$ cat src/inc/lpr_pkg.sv
// package for the led pwm ramp blink controller: map, fields, timing
package lpr_pkg;
  // ==========================================================
  // register map (word index on the plain register port)
  localparam logic [3:0] REG_MAIN_OFS  = 4'h0;  // main display backlight channel
  localparam logic [3:0] REG_AUX_OFS   = 4'h1;  // aux display backlight channel
  localparam logic [3:0] REG_KEY_OFS   = 4'h2;  // keypad backlight channel
  localparam logic [3:0] REG_RED_OFS   = 4'h3;  // red signal channel
  localparam logic [3:0] REG_GRN_OFS   = 4'h4;  // green signal channel
  localparam logic [3:0] REG_BLU_OFS   = 4'h5;  // blue signal channel
  localparam logic [3:0] REG_BOOST_OFS = 4'h6;  // boost requests
  localparam logic [3:0] REG_STAT_OFS  = 4'h7;  // effective duty / drive status
  // ==========================================================
  // channel register fields
  localparam int DUTY_LSB    = 0;   // duty_code [5:0]
  localparam int CUR_LSB     = 6;   // sink_current_code [8:6]
  localparam int RAMP_BIT    = 9;   // ramp_select
  localparam int HI_BIT      = 10;  // high_range_select (backlight)
  localparam int PER_LSB     = 11;  // blink_period_code [12:11] (signal)
  localparam int PP_BIT      = 13;  // push-pull pwm mode (signal)
  localparam int GEN_BIT     = 0;   // general_boost_request
  localparam int USB_BIT     = 1;   // usb_boost_request
  localparam int LED_BIT     = 2;   // led_boost_request
  localparam logic [15:0] CHAN_RST = 16'h0000;  // all channels off after reset
  // ==========================================================
  // timing
  localparam int CLK_HZ      = 25_000_000;
  localparam int SLOT_HZ     = 256 * 32;               // 32 slots per 1/256 s
  localparam int SLOT_CYC    = CLK_HZ / SLOT_HZ;       // cycles per pwm slot
  localparam int RAMP_HZ     = 64;                     // one step every 1/64 s
  localparam int RAMP_CYC    = CLK_HZ / RAMP_HZ;       // cycles per ramp tick
  localparam int SHARE_SLOTS = 1;                      // share toggle per slot
  // blink period in base periods (1/256 s units): 1/256, 1/8, 1, 2 s
  localparam logic [9:0] PER_MULT [4] = '{10'h001, 10'h020, 10'h100, 10'h200};
  // channel settings carrier
  typedef struct packed {
    logic       push_pull;
    logic [1:0] period;
    logic       high;
    logic       ramp;
    logic [2:0] current;
    logic [5:0] duty;
  } lpr_chan_t;
endpackage

$ cat src/design/lpr_ramp.sv
// one channel's duty tracker: immediate or stepped toward target
`timescale 1ns/1ns
module lpr_ramp
  import lpr_pkg::*;
(
  // clock and reset
  input  wire logic       clk,
  input  wire logic       rst,
  // control
  input  wire logic       load,      // new duty written
  input  wire logic [5:0] target,    // written duty code
  input  wire logic       ramp_en,   // ramp selected and allowed
  input  wire logic       tick,      // 1/64 s step strobe
  // result
  output logic      [5:0] eff        // effective duty 0..32
);
  // codes at or above 32 mean fully on: clamp to 32
  function automatic logic [5:0] clamp32(input logic [5:0] c);
    return c[5] ? 6'h20 : c;
  endfunction

  logic [5:0] eff_reg, eff_next;  // effective duty
  logic [5:0] tgt_reg, tgt_next;  // ramp target
  logic       act_reg, act_next;  // ramp running

  // ==========================================================
  // next state
  always_comb begin
    eff_next = eff_reg;
    tgt_next = tgt_reg;
    act_next = act_reg;
    if (load) begin
      tgt_next = clamp32(target);
      if (ramp_en) begin
        act_next = 1'b1;
      end else begin
        eff_next = clamp32(target);
        act_next = 1'b0;
      end
    end else if (act_reg && !ramp_en) begin
      eff_next = tgt_reg;                      // blink forbids ramping: jump
      act_next = 1'b0;
    end else if (act_reg && tick) begin
      if (eff_reg < tgt_reg) begin
        eff_next = eff_reg + 6'h01;
      end else if (eff_reg > tgt_reg) begin
        eff_next = eff_reg - 6'h01;
      end else begin
        act_next = 1'b0;
      end
    end
  end

  // registers only
  always_ff @(posedge clk) begin
    if (rst) begin
      eff_reg <= 6'h00;
      tgt_reg <= 6'h00;
      act_reg <= 1'b0;
    end else begin
      eff_reg <= eff_next;
      tgt_reg <= tgt_next;
      act_reg <= act_next;
    end
  end
  assign eff = eff_reg;

  // one step per tick at most
  property p_step;
    @(posedge clk) disable iff (rst)
      !load && !tick |=> (eff_reg == $past(eff_reg)) || !$past(act_reg) || $past(!ramp_en);
  endproperty
  a_step: assert property (p_step) else $error("duty moved without tick");
  // step size is one
  property p_size;
    @(posedge clk) disable iff (rst)
      !load && act_reg && ramp_en && tick |=>
        (eff_reg == $past(eff_reg) + 6'h01) || (eff_reg == $past(eff_reg) - 6'h01)
        || (eff_reg == $past(eff_reg));
  endproperty
  a_size: assert property (p_size) else $error("ramp step not one");
  // immediate load without ramp
  property p_imm;
    @(posedge clk) disable iff (rst)
      load && !ramp_en |=> eff_reg == ($past(target[5]) ? 6'h20 : $past(target));
  endproperty
  a_imm: assert property (p_imm) else $error("direct load not applied");
  // hold at target
  property p_hold;
    @(posedge clk) disable iff (rst)
      !act_reg && !load |=> eff_reg == $past(eff_reg);
  endproperty
  a_hold: assert property (p_hold) else $error("duty moved after ramp end");
endmodule // lpr_ramp

$ cat src/design/lpr_top.sv
// led pwm controller top: registers, timebase, sharing, blink, outputs
`timescale 1ns/1ns
// Contract
// - ramp one step per 1/64 s tick
// - duty write with ramp bit starts ramp
// - without ramp bit duty applies at once
// - backlight enabled when duty not zero
// - three backlights enabled: none driven
// - two backlights alternate with equal shares
// - shared backlights get doubled current
// - period code picks 1/256,1/8,1,2 s
// - blinking channel never ramps
// - signal duty code/32; top bit on
// - signal current 3 mA steps to 21
// - boost enable ORs three requests
// - signal pins open drain or pwm
// - high range doubles backlight current step
// - backlight duty code/32; 32+ always on
module lpr_top
  import lpr_pkg::*;
#(
  parameter int RAMP_CYCLES = RAMP_CYC,  // cycles per 1/64 s, shorten for sim
  parameter int SLOT_CYCLES = SLOT_CYC   // cycles per pwm slot
)(
  // clock and reset
  input  wire logic        CORE_CLK,
  input  wire logic        RST,
  // register port
  input  wire logic [3:0]  ADDR,
  input  wire logic [15:0] WDATA,
  input  wire logic        WR,
  input  wire logic        RD,
  output logic      [15:0] RDATA,
  // backlight sinks: on flag and current in 3 mA units (0..28)
  output logic      [2:0]  BL_ON,
  output logic      [14:0] BL_CURRENT,
  // signal sinks: on flag, current in 3 mA units, pin drive
  output logic      [2:0]  SIG_ON,
  output logic      [8:0]  SIG_CURRENT,
  output logic      [2:0]  SIG_OUT,
  output logic      [2:0]  SIG_OE,
  // boost supply enable
  output logic             BOOST_EN
);
  // counters are 24 and 16 bits wide: refuse counts they cannot reach
  if (RAMP_CYCLES < 1 || RAMP_CYCLES > 16777216 ||
      SLOT_CYCLES < 1 || SLOT_CYCLES > 65536) begin : g_bad_count
    $error("cycle counts out of range");
  end

  // ==========================================================
  // register file
  lpr_chan_t  chan_reg [6];        // six channel settings
  lpr_chan_t  chan_next [6];
  logic [2:0] boost_reg, boost_next;   // boost request bits
  logic [15:0] rdata_reg, rdata_next;  // read data
  logic [5:0] load;                    // duty write per channel
  logic [5:0] eff [6];                 // effective duty per channel

  function automatic logic [15:0] chan_word(input lpr_chan_t c);
    return {2'b00, c};
  endfunction

  // decode writes and reads
  always_comb begin
    for (int i = 0; i < 6; i++) begin
      chan_next[i] = chan_reg[i];
      load[i]      = 1'b0;
    end
    boost_next = boost_reg;
    rdata_next = 16'h0000;
    if (WR) begin
      if (ADDR <= REG_BLU_OFS) begin
        chan_next[ADDR[2:0]] = lpr_chan_t'(WDATA[13:0]);
        load[ADDR[2:0]]      = 1'b1;            // every write reloads duty
      end else if (ADDR == REG_BOOST_OFS) begin
        boost_next = WDATA[2:0];
      end
    end
    if (RD) begin
      if (ADDR <= REG_BLU_OFS) begin
        rdata_next = chan_word(chan_reg[ADDR[2:0]]);
      end else if (ADDR == REG_BOOST_OFS) begin
        rdata_next = {13'h0000, boost_reg};
      end else if (ADDR == REG_STAT_OFS) begin
        rdata_next = {4'h0, SIG_ON, BL_ON, eff[0]};  // live state
      end
    end
  end

  always_ff @(posedge CORE_CLK) begin
    if (RST) begin
      for (int i = 0; i < 6; i++) chan_reg[i] <= lpr_chan_t'(CHAN_RST[13:0]);
      boost_reg <= 3'h0;
      rdata_reg <= 16'h0000;
    end else begin
      for (int i = 0; i < 6; i++) chan_reg[i] <= chan_next[i];
      boost_reg <= boost_next;
      rdata_reg <= rdata_next;
    end
  end
  assign RDATA = rdata_reg;

  // ==========================================================
  // timebase: slot strobe, 32-slot phase, base-period count, ramp tick
  logic [15:0] slot_cnt_reg, slot_cnt_next;
  logic [4:0]  phase_reg, phase_next;     // slot within period
  logic [9:0]  base_reg, base_next;       // base periods elapsed
  logic [23:0] tick_cnt_reg, tick_cnt_next;
  logic        share_reg, share_next;     // which backlight owns the boost
  logic        slot_stb, tick;

  always_comb begin
    slot_stb      = (slot_cnt_reg == 16'(SLOT_CYCLES - 1));
    tick          = (tick_cnt_reg == 24'(RAMP_CYCLES - 1));
    slot_cnt_next = slot_stb ? 16'h0000 : slot_cnt_reg + 16'h0001;
    tick_cnt_next = tick ? 24'h000000 : tick_cnt_reg + 24'h000001;
    phase_next    = phase_reg;
    base_next     = base_reg;
    share_next    = share_reg;
    if (slot_stb) begin
      phase_next = phase_reg + 5'h01;
      share_next = ~share_reg;
      if (phase_reg == 5'h1F) base_next = base_reg + 10'h001;
    end
  end

  always_ff @(posedge CORE_CLK) begin
    if (RST) begin
      slot_cnt_reg <= 16'h0000;
      tick_cnt_reg <= 24'h000000;
      phase_reg    <= 5'h00;
      base_reg     <= 10'h000;
      share_reg    <= 1'b0;
    end else begin
      slot_cnt_reg <= slot_cnt_next;
      tick_cnt_reg <= tick_cnt_next;
      phase_reg    <= phase_next;
      base_reg     <= base_next;
      share_reg    <= share_next;
    end
  end

  // ==========================================================
  // per-channel duty trackers
  for (genvar g = 0; g < 6; g++) begin : g_ramp
    logic ramp_ok;
    // signal channels ramp only when not blinking
    // new settings count in the write cycle itself, so the load sees them
    assign ramp_ok = chan_next[g].ramp && (g < 3 || chan_next[g].period == 2'b00);
    lpr_ramp u_ramp (
      .clk    (CORE_CLK),
      .rst    (RST),
      .load   (load[g]),
      .target (chan_next[g].duty),
      .ramp_en(ramp_ok),
      .tick   (tick),
      .eff    (eff[g])
    );
  end

  // ==========================================================
  // output stage
  logic [2:0]  bl_en;
  logic [2:0]  bl_on_next, sig_on_next, sig_out_next, sig_oe_next;
  logic [14:0] bl_cur_next;
  logic [8:0]  sig_cur_next;
  logic [2:0]  bl_on_reg, sig_on_reg, sig_out_reg, sig_oe_reg;
  logic [14:0] bl_cur_reg;
  logic [8:0]  sig_cur_reg;
  logic        boost_en_reg, boost_en_next;  // boost supply enable
  logic [1:0]  n_en;
  logic        pwm;
  logic [15:0] blink_pos;  // slot index within blink period
  logic [15:0] blink_len;

  always_comb begin
    bl_on_next   = 3'h0;
    bl_cur_next  = 15'h0000;
    sig_on_next  = 3'h0;
    sig_cur_next = 9'h000;
    sig_out_next = 3'h0;
    sig_oe_next  = 3'h0;
    blink_pos    = 16'h0000;
    blink_len    = 16'h0000;
    pwm          = 1'b0;
    boost_en_next = boost_reg[GEN_BIT] | boost_reg[USB_BIT] | boost_reg[LED_BIT];
    for (int i = 0; i < 3; i++) bl_en[i] = (eff[i] != 6'h00);
    n_en = 2'(bl_en[0]) + 2'(bl_en[1]) + 2'(bl_en[2]);
    for (int i = 0; i < 3; i++) begin
      // fully on at 32, else on for eff slots out of 32
      pwm = eff[i][5] || ({1'b0, phase_reg} < eff[i]);
      if (n_en == 2'd3) begin
        pwm = 1'b0;
      end else if (n_en == 2'd2) begin
        // owner is the lower-index enabled channel when share is 0
        pwm = pwm && bl_en[i] &&
              ((share_reg == 1'b0) == (i == 0 || (i == 1 && !bl_en[0])));
      end
      bl_on_next[i] = pwm;
      // step 1 unit low range, 2 units high range; doubled when shared
      bl_cur_next[i*5 +: 5] = 5'({2'b00, chan_reg[i].current}
                              << (32'(chan_reg[i].high) + 32'(n_en == 2'd2)));
    end
    for (int i = 0; i < 3; i++) begin
      // blink period is PER_MULT base periods, each 32 slots
      blink_len = 16'({PER_MULT[chan_reg[3+i].period], 5'h00});
      blink_pos = 16'({base_reg, phase_reg}) % blink_len;
      // duty spans code/32 of the whole period
      pwm = eff[3+i][5] ||
            (blink_pos < 16'(32'(eff[3+i]) * 32'(PER_MULT[chan_reg[3+i].period])));
      sig_on_next[i]        = pwm;
      sig_cur_next[i*3 +: 3] = chan_reg[3+i].current;
      // open drain pulls low when on; push-pull drives the pwm level
      sig_out_next[i] = chan_reg[3+i].push_pull ? pwm : 1'b0;
      sig_oe_next[i]  = chan_reg[3+i].push_pull ? 1'b1 : pwm;
    end
  end

  always_ff @(posedge CORE_CLK) begin
    if (RST) begin
      bl_on_reg   <= 3'h0;
      bl_cur_reg  <= 15'h0000;
      sig_on_reg  <= 3'h0;
      sig_cur_reg <= 9'h000;
      sig_out_reg <= 3'h0;
      sig_oe_reg  <= 3'h0;
      boost_en_reg <= 1'b0;
    end else begin
      bl_on_reg   <= bl_on_next;
      bl_cur_reg  <= bl_cur_next;
      sig_on_reg  <= sig_on_next;
      sig_cur_reg <= sig_cur_next;
      sig_out_reg <= sig_out_next;
      sig_oe_reg  <= sig_oe_next;
      boost_en_reg <= boost_en_next;
    end
  end
  assign BL_ON       = bl_on_reg;
  assign BL_CURRENT  = bl_cur_reg;
  assign SIG_ON      = sig_on_reg;
  assign SIG_CURRENT = sig_cur_reg;
  assign SIG_OUT     = sig_out_reg;
  assign SIG_OE      = sig_oe_reg;
  assign BOOST_EN    = boost_en_reg;

  // ==========================================================
  // checks
  property p_three;
    @(posedge CORE_CLK) disable iff (RST)
      (eff[0] != 6'h00 && eff[1] != 6'h00 && eff[2] != 6'h00) |=> BL_ON == 3'h0;
  endproperty
  a_three: assert property (p_three) else $error("three backlights driven");
  property p_share;
    @(posedge CORE_CLK) disable iff (RST)
      $countones(BL_ON) <= 1 || $countones(bl_en) < 2;
  endproperty
  a_share: assert property (p_share) else $error("two backlights on together");
  property p_boost;
    @(posedge CORE_CLK) disable iff (RST)
      ##1 BOOST_EN == $past(|boost_reg);
  endproperty
  a_boost: assert property (p_boost) else $error("boost enable mismatch");
  property p_sigoff;
    @(posedge CORE_CLK) disable iff (RST)
      eff[3] == 6'h00 |=> !SIG_ON[0];
  endproperty
  a_sigoff: assert property (p_sigoff) else $error("signal on at zero duty");
endmodule // lpr_top

$ cat config.mk
export PLATFORM = sky130hd
export DESIGN_NAME = lpr_top
export DESIGN_NICKNAME = d
export VERILOG_FILES = /design/src/inc/lpr_pkg.sv /design/src/design/lpr_ramp.sv /design/src/design/lpr_top.sv
export SDC_FILE = /design/constraint.sdc
export NUM_CORES = 1
export LEC_CHECK = 0
export ABC_AREA = 1
export BUFFER_PORTS_ARGS = -buffer_cell sky130_fd_sc_hd__buf_2
export CORE_UTILIZATION = 59
export DETAILED_ROUTE_END_ITERATION = 10
export PLACE_DENSITY = 0.86
export SKIP_LAST_GASP = 1
export SLEW_MARGIN = 15
export SYNTH_ARGS = -nofsm -noshare
export SYNTH_HDL_FRONTEND = slang
export SYNTH_HIERARCHICAL = 1
export SYNTH_SLANG_ARGS = --single-unit
$ cat constraint.sdc
create_clock -name CORE_CLK -period 11 [get_ports CORE_CLK]
set_input_delay 1.65 -clock CORE_CLK [delete_from_list [all_inputs] [get_ports CORE_CLK]]
set_output_delay 1.65 -clock CORE_CLK [all_outputs]
set_load 0.005 [all_outputs]
Word-level counts from Yosys, hierarchy flattened
Memory sizes are Yosys's and may differ from the RTL's.
Index checks and enable logic that the tools add are counted.
{ "word_totals": {"ram_bits": 84, "output_inout_bits": 53, "ff_bits": 190, "elab_cells": 326, "mem_count": 1} }
{ "mem_list": {"columns": ["memory", "depth", "width", "read_ports", "rd_ports_with_merged_regs", "wr", "line", "rtl"], "rows": [
  ["chan_reg", 6, 14, 7, 0, 6, "lpr_top.sv:53", "lpr_chan_t chan_reg [6];"]
]} }
{ "op_classes": {"addsub": 21, "bitwise_logic": 18, "reduce_logical": 76, "eq_ne": 26, "mul": 3, "muxes": 114, "magnitude_cmp": 26, "n_div": 3, "shifts": 3} }
{ "ops": {"columns": ["cell", "count"], "rows": [
  ["$mux W6", 44],
  ["$mux W84", 2],
  ["$mux W14", 8],
  ["$bwmux W84", 1],
  ["$bmux W10 S2", 3],
  ["$mux W10", 6],
  ["$lt A16 B16 Y1", 3],
  ["$mod A15 B15 Y16", 3],
  ["$mul A6 B10 Y16", 3],
  ["$mux W1", 46],
  ["$demux W14 S3", 1],
  ["$reduce_and A3 Y1", 13],
  ["$add A6 B1 Y6 const B", 6],
  ["$gt A6 B6 Y1", 6],
  ["$lt A6 B6 Y1", 6],
  ["$ne A3 B2 Y1 const B", 12],
  ["$sub A6 B1 Y6 const B", 6],
  ["$add A24 B1 Y24 const B", 1],
  ["$eq A24 B19 Y1 const B", 1],
  ["$mux W12", 2],
  ["$reduce_bool A4 Y1", 6],
  ["$logic_and A1 B1 Y1", 23],
  ["$lt A5 B6 Y1", 3],
  ["$reduce_bool A3 Y1", 6],
  ["other kinds (30)", 79]
]} }

Longest topological paths before layout
Gate-level depths: netlist of the first run.
{ "logic_depth": {"ltp_word": 14, "ltp_mapped": 92} }

Cells and area by module
The synthesis of the first run kept the hierarchy.
{ "by_module_without_submodules": {"columns": ["module", "area_per_inst_um2", "seq_area_each_um2", "n_inst", "cells_each"], "rows": [
  ["lpr_top", 20221.9, 3883.7, 1, 3154],
  ["lpr_ramp", 1017.2, 260.2, 6, 147]
]} }

Worst setup path before layout of the first run
No wires, ideal clock.
{ "synth_timing": {"kind": "reg-to-reg", "from": "mem chan_reg[3][12] (netlist bit)", "to": "reg sig_oe_reg[0] (netlist: SIG_OE[0])", "synth_period_minus_slack_ns": 10.630, "arrival_ns": 10.555, "required_ns": 10.925, "slack_ns": 0.370, "n_path_buf": 4, "path_stages_with_launch": 86, "path_cell_list": "dfxtp_1 > nor2_4 > clkbuf_8 > buf_2 > inv_1 > ha_1 > nor2_2 > nand2_2 > nand2_2 > nand2_2 > nand3_1 > nand2_1 > nand3_1 > nand2_2 > inv_2 > a31oi_2 > nor2_2 > nand3_2 > [... 50 more ...] > inv_1 > ha_1 > nand3_1 > nor2_1 > nand3_4 > nand3_4 > buf_8 > o21ai_1 > ha_1 > a21oi_1 > o21ai_0 > a21oi_1 > nor2_1 > a211oi_1 > o221ai_1 > nand2_1 > nand2_1 > o21ai_0"} }
{ "synth_rtl": {"columns": ["element", "line", "rtl"], "rows": [
  ["from (decl)", "lpr_top.sv:53", null],
  ["to (signal assigned)", "lpr_top.sv:235", "sig_oe_reg <= sig_oe_next;"],
  ["to (decl)", "lpr_top.sv:168", "logic [2:0] bl_on_reg, sig_on_reg, sig_out_reg, sig_oe_reg;"]
]} }

==> results of run 1 <==
[metal layers]
metal | GRT usage, % | vias to the layer above | wire length, µm
li1 | - | 13300 | -
met1 | 36.4 | 12300 | 29600
met2 | 53.2 | 1027 | 35200
met3 | 2.49 | 252 | 4660
met4 | 11.8 | 0 | 3270
met5 | 0 | - | 0
[metrics by stage]
stage               hold slack, ps  setup WS [ps]
floorplan                      421            370
global placement               440          -89.4
detailed placement             446           -382
CTS                            456          -24.4
global route                   485           -478
finish                         454            159
[worst max-delay path by stage]
stage	from	end	slack [ps]	depth (start not counted)
3_3_place_gp	chan_reg[3][12]	SIG_OUT[0]	-90	81
6_report	chan_reg[4][11]	SIG_OE[1]	160	81
5_1_grt	chan_reg[4][11]	SIG_OE[1]	-480	88
2_1_floorplan	chan_reg[3][12]	SIG_OE[0]	370	85
4_1_cts	chan_reg[4][12]	SIG_OE[1]	-20	89
3_5_place_dp	chan_reg[4][12]	SIG_OE[1]	-380	89
[layout make-up]
class | instances | area, µm² | share of cell area, %
Clock buffer | 32 | 714 | 2.37
Clock inverter | 15 | 191 | 0.635
Inverter | 689 | 2620 | 8.69
Multi-Input combinational cell | 2967 | 18800 | 62.3
Sequential cell | 272 | 5460 | 18.1
Tap cell | 592 | 741 | 2.46
Timing Repair Buffer | 241 | 1640 | 5.45
[critical path: cells and delay by family, from the launching register on]
family                     cells  cell delay [ps]
xor gates and xnor gates       5              740
and+or+nand+nor               46             5170
AOI/OAI and AO/OA             10             1160
buffers and inverters         13             1130
DFF                            1              330
adders and majority gates      7             2140
[Yosys cell counts, types with 9 or more instances]
library cell / instances
nand2_4: 29
xnor2_1: 37
nor4_1: 12
nor2_2: 45
a21oi_2: 26
o21ai_1: 23
o21ai_2: 16
nor3_2: 9
nand4_1: 104
a31oi_1: 16
nor2_1: 428
a21oi_1: 228
nand2_2: 162
clkbuf_1: 74
inv_2: 29
nor3b_1: 9
nand3_2: 37
o22ai_1: 25
nand3b_1: 11
nand3_4: 21
nand3_1: 244
nor2_4: 21
fa_1: 16
nand2_1: 798
o211ai_1: 15
o21ai_0: 194
xor2_1: 79
dfxtp_1: 272
inv_1: 646
ha_1: 252
buf_1: 12
o21bai_1: 12
nor3_1: 32
[cells in the final DEF (no fill, tap or decap), types with 43 or more instances in the layout]
cell type / Yosys / final
nand2_1: 798 / 766
inv_1: 646 / 629
nor2_1: 428 / 409
dfxtp_1: 272 / 264
nand3_1: 244 / 227
ha_1: 252 / 227
a21oi_1: 228 / 223
o21ai_0: 194 / 186
nand2_2: 162 / 171
buf_4: 3 / 167
nand4_1: 104 / 104
xor2_1: 79 / 75
buf_2: 7 / 71
nand2_4: 29 / 50
nor2_2: 45 / 43
[cells by family after synthesis]
group	after synthesis	share of synthesized area, %
buffers and inverters	803	12.3
adder cells (fa/ha/maj)	268	13.2
flip-flops	272	20.7
AND/OR/NAND/NOR	1977	36.7
AO/OA/AOI/OAI	599	13.3
other	1	0.0142
XOR/XNOR	116	3.86
[what timing repair did]
action	CTS	global route
buffers inserted	21	91
pin swaps	20	141
gates cloned	1	1
gates resized for setup	22	213
setup endpoints to repair	9	9
hold buffers	0	0
==> out/metrics.csv, run 1 <==
metric;value;unit
ys.warnings.count;6;
worst_skew_pair.late_latency;550;ps
drt_first_pass_iters;8;
ys_seq_elements;272;
hold_violations;0;
crit_path_start_kind;register;
yosysSeqAreaShare;20.7;%
diodes;0;
dp.cells;4647;
hp-start;chan_reg[2][11];
drt-vias-per-instance;5.60;
die_w;213;µm
clk_pin_slew;60;ps
final_area;0.0301;mm²
drtIter0Drc;2297;
setup_violations;0;
hold_end;chan_reg[2][11];
synth_edf_count;0;
grt_pass1_vias;24400;
fin_worst_skew;13.0;ps
synth_top_cell_by_area;dfxtp_1;
syn-instance-count;4036;
maxCapViolCount;0;
gp_congestion;0.935;
cp_slowest_cell;ha_1;
synth_top_area_share;20.7;%
drcViolationCount;0;
drive_above_1_share;20.4;%
grt_usage;29.7;%
num-fill-cells;3481;
clock-sinks;272;
cts-root-buf;clkbuf_16;
pin_count;77;
r2r_end;SIG_OE[1];
postPlaceCellArea;0.0272;mm²
grt_pass1_wl;112000;µm
fp.dieArea;0.0455;mm²
cp.arrival;11250;ps
tritoncts;built;
rr_startpoint;chan_reg[4][11];
cp_max_fo;12;
worst_path_largest_cell_delay;340;ps
maxSlewHeadroom;25.9;%
ant_nets;0;
synthTopCellsByArea;dfxtp_1 21%, ha_1 12%, nand2_1 11%, inv_1 9.2%, nor2_1 6.1%;
status;finished clean;
fin_setup_tns;0;ps
syn_area;0.0263;mm²
antenna_found_initial;0;
rrSetupSlack;160;ps
yosysUniqueCellTypes;65;
syn_avg_cell_area;6.52;µm²
io_buffer_count;72;
finalNonFillerCells;4808;
die_h;213;µm
place_hpwl;50800;µm
required;11410;ps
core;0.0441;mm²
rsz0062_at_grt;yes;
fmax;92.2;MHz
nNetsFinal;4490;
drt-total-wl;72600;µm
largest_reg_flops;84;
grt_max_degree;77;
drv_slew;0;
crit_type;reg2reg;
vias;26900;
cts_made_buffers;27;
worstRegToRegCells;81;
holdPathStages;2;
initial_core_util;59.7;%
hp-class;reg2reg;
ys_dominant_reg_cell;dfxtp_1;
routedWlPerCell;15.1;µm
max-clock-path-buffers;3;
final.min_clock_period;10840;ps
grt_overflow;0;
cp-end-kind;register;
cts-htree-levels;1;
rows;77;
async_flop_share;0;%
crit_path_frequent_cell;nand2_2;
worst_pin_slew;1100;ps
post-route-util;68.3;%
min_period_over_period;98.6;%
area_growth;14.5;%
Power of run 1 is left out: the tool's default activity adds up to more than one toggle a clock period on the data nets, which glitch-free logic cannot reach.
==> inputs of run 2 (changes only) <==
--- a/config.mk
+++ b/config.mk
@@ -5,11 +5,10 @@
 export SDC_FILE = /design/constraint.sdc
 export NUM_CORES = 1
 export LEC_CHECK = 0
-export ABC_AREA = 1
 export BUFFER_PORTS_ARGS = -buffer_cell sky130_fd_sc_hd__buf_2
-export CORE_UTILIZATION = 59
+export CORE_UTILIZATION = 30
 export DETAILED_ROUTE_END_ITERATION = 10
-export PLACE_DENSITY = 0.86
+export PLACE_DENSITY = 0.53
 export SKIP_LAST_GASP = 1
 export SLEW_MARGIN = 15
 export SYNTH_ARGS = -nofsm -noshare
==> out/metrics.csv, run 2 <==
metric;value;unit
crit_path_start_kind;register;
syn_avg_cell_area;7.71;µm²
core;0.0805;mm²
p_clk_share;13.9;%
nNetsFinal;3870;
drive_above_1_share;23.5;%
final_common_cell;buf_4;
clk_pin_slew;60;ps
io_buffer_count;72;
worst_path_largest_cell_delay;420;ps
async_flop_share;0;%
endpoint;SIG_OE[0];
power_density;269;mW/mm²
cp_max_fo;6;
seqPwrFrac;12.4;%
ant_nets;0;
synth_most_common_cell;nand2_1;
drt-total-wl;73600;µm
cp_slowest_cell;a2111oi_4;
grt_pass1_vias;22600;
worst_pin_slew;1300;ps
p_int;4920;µW
place_hpwl;55800;µm
hp-class;reg2reg;
grt_max_degree;78;
final.min_clock_period;11280;ps
ys.warnings.count;6;
area_growth;26.8;%
ctsHoldBuffers;0;
syn_area;0.0245;mm²
drv_slew;0;
grt_pass1_wl;119000;µm
cts-htree-levels;2;
cp_num_buf_inv;4;
vias;23700;
tritoncts;built;
worst_skew_pair.late_latency;510;ps
setup_ws;-278;ps
status;finished, violations left;
largest_reg_flops;84;
p_leak;0.0133;µW
drt_first_pass_iters;5;
cts-root-buf;clkbuf_16;
drtIter0Drc;1344;
yosysSeqAreaShare;22.3;%
ys_seq_elements;272;
synth_top_cell_by_area;dfxtp_1;
worstRegToRegCells;63;
cp.arrival;11720;ps
fmax;88.7;MHz
maxCapViolCount;0;
layout_common_cells;444 x buf_4, 394 x nand2_1, 286 x nor2_1, 266 x dfxtp_1, 257 x a21oi_1;
fin_setup_tns;-1280;ps
crit_path_frequent_cell;a21oi_2;
maxSlewHeadroom;12.9;%
fin_worst_skew;28.3;ps
ys_dominant_reg_cell;dfxtp_1;
pin_count;77;
routedWlPerCell;15.8;µm
failed_checks;setup timing;
hold_violations;0;
gp_congestion;0.871;
num-fill-cells;8254;
synth_top_area_share;22.3;%
required;11440;ps
max-clock-path-buffers;3;
rrSetupSlack;-280;ps
combinationalPowerShare;73.7;%
swShare;41.1;%
fp.dieArea;0.0827;mm²
p_sw;3430;µW
ir_drop;0.000280;V
yosysUniqueCellTypes;116;
path_delay_family;compound AO/OA/AOI/OAI gates;
crit_type;reg2reg;
syn-instance-count;3172;
clock-sinks;272;
r2r_end;SIG_OE[0];
rsz0062_at_grt;yes;
timing.hold.ws;456;ps
rr_startpoint;chan_reg[3][11];
grt_usage;17.4;%
cp-end-kind;register;
antenna_found_initial;2;
startpoint;chan_reg[3][11];
min_period_over_period;103;%
synth_edf_count;0;
grt_overflow;0;
setup_violations;8;
synthTopCellsByArea;dfxtp_1 22%, ha_1 13%, nand2_1 6.2%, a21oi_1 5.6%, nor2_1 4.5%;
cts_made_buffers;34;
die_h;288;µm
die_w;288;µm
synth_common_cells;402 x nand2_1, 295 x nor2_1, 274 x a21oi_1;
initial_core_util;30.4;%
rows;104;
drt-vias-per-instance;5.07;
cp_num_cells;63;
drcViolationCount;0;
[run 2: area by class of cell]
class                           count  area (µm²)  area share (%)
Sequential cell                   272        5450            17.6
Clock buffer                       48        1000            3.24
Antenna cell                        3        7.51          0.0242
Inverter                          188         718            2.32
Clock inverter                     12         169           0.545
Tap cell                         1060        1330            4.28
Timing Repair Buffer              521        3760            12.1
Multi-Input combinational cell   2561       18600            59.9
[run 2: worst min-delay path by stage]
| stage | to | cells after the start | start | slack [ps] |
|---|---|---|---|---|
| 3_3_place_gp | chan_reg[2][13] | 2 | chan_reg[2][13] | 440 |
| 5_1_grt | chan_reg[0][13] | 2 | chan_reg[0][13] | 470 |
| 4_1_cts | chan_reg[0][12] | 2 | chan_reg[0][12] | 460 |
| 2_1_floorplan | chan_reg[1][11] | 2 | chan_reg[1][11] | 430 |
| 6_report | chan_reg[0][12] | 2 | chan_reg[0][12] | 460 |
| 3_5_place_dp | chan_reg[0][13] | 2 | chan_reg[0][13] | 450 |
[run 2: per-layer routing]
layer	vias up	part of all wire (%)	GRT usage, %	routed length (µm)
met5	-	0.037	0	27
met4	4	1.9	3.60	1410
met3	85	4.0	1.84	2910
met2	411	45	28.7	33200
met1	11100	49	24.3	36000
li1	12100	-	-	-
[run 2: kinds of logic after synthesis]
group,count (synthesis),synth area share [%]
DFF,272,22.3
AOI/OAI and AO/OA,789,22.3
xor gates and xnor gates,153,5.48
other,1,0.0153
adders and majority gates,268,14.2
muxes,124,6.05
buffers and inverters,343,5.63
and+or+nand+nor,1222,24.1
[run 2: power by group through the flow]
stage | sequential [µW] | combinational, µW | clock (µW)
final | 1040 | 6150 | 1160
after global routing | 1040 | 6840 | 1230
after CTS | 1040 | 5840 | 1190
after detailed placement | 1060 | 5250 | 0
after global placement | 1060 | 5250 | 0
after floorplan | 1050 | 3490 | 0
[run 2: repair_timing]
item,CTS,global route
gates resized for setup,49,54
endpoints found under the setup margin,9,9
setup buffers,53,19
pin swaps,64,70
[run 2: worst min-delay path: stages, from the launching register on]
cell	delay [ps]
dfxtp_1	310
nand2_1	50
a21oi_1	50
[run 2: through the flow]
| step | std cells | worst slack, ps | instance area (µm²) | util (%) | power [µW] |
|---|---|---|---|---|---|
| finish | 4665 | -278 | 31000 | 38.5 | 8350 |
| global route | 4662 | -967 | 31000 | 38.5 | 9110 |
| CTS | 4643 | -389 | 30600 | 37.9 | 8060 |
| detailed placement | 4530 | -682 | 28700 | 35.7 | 6310 |
| global placement | 4530 | -566 | 28700 | 35.7 | 6310 |
| floorplan | 3176 | -515 | 24900 | - | 4540 |
No activity file was read; power rests on OpenSTA's default activity.
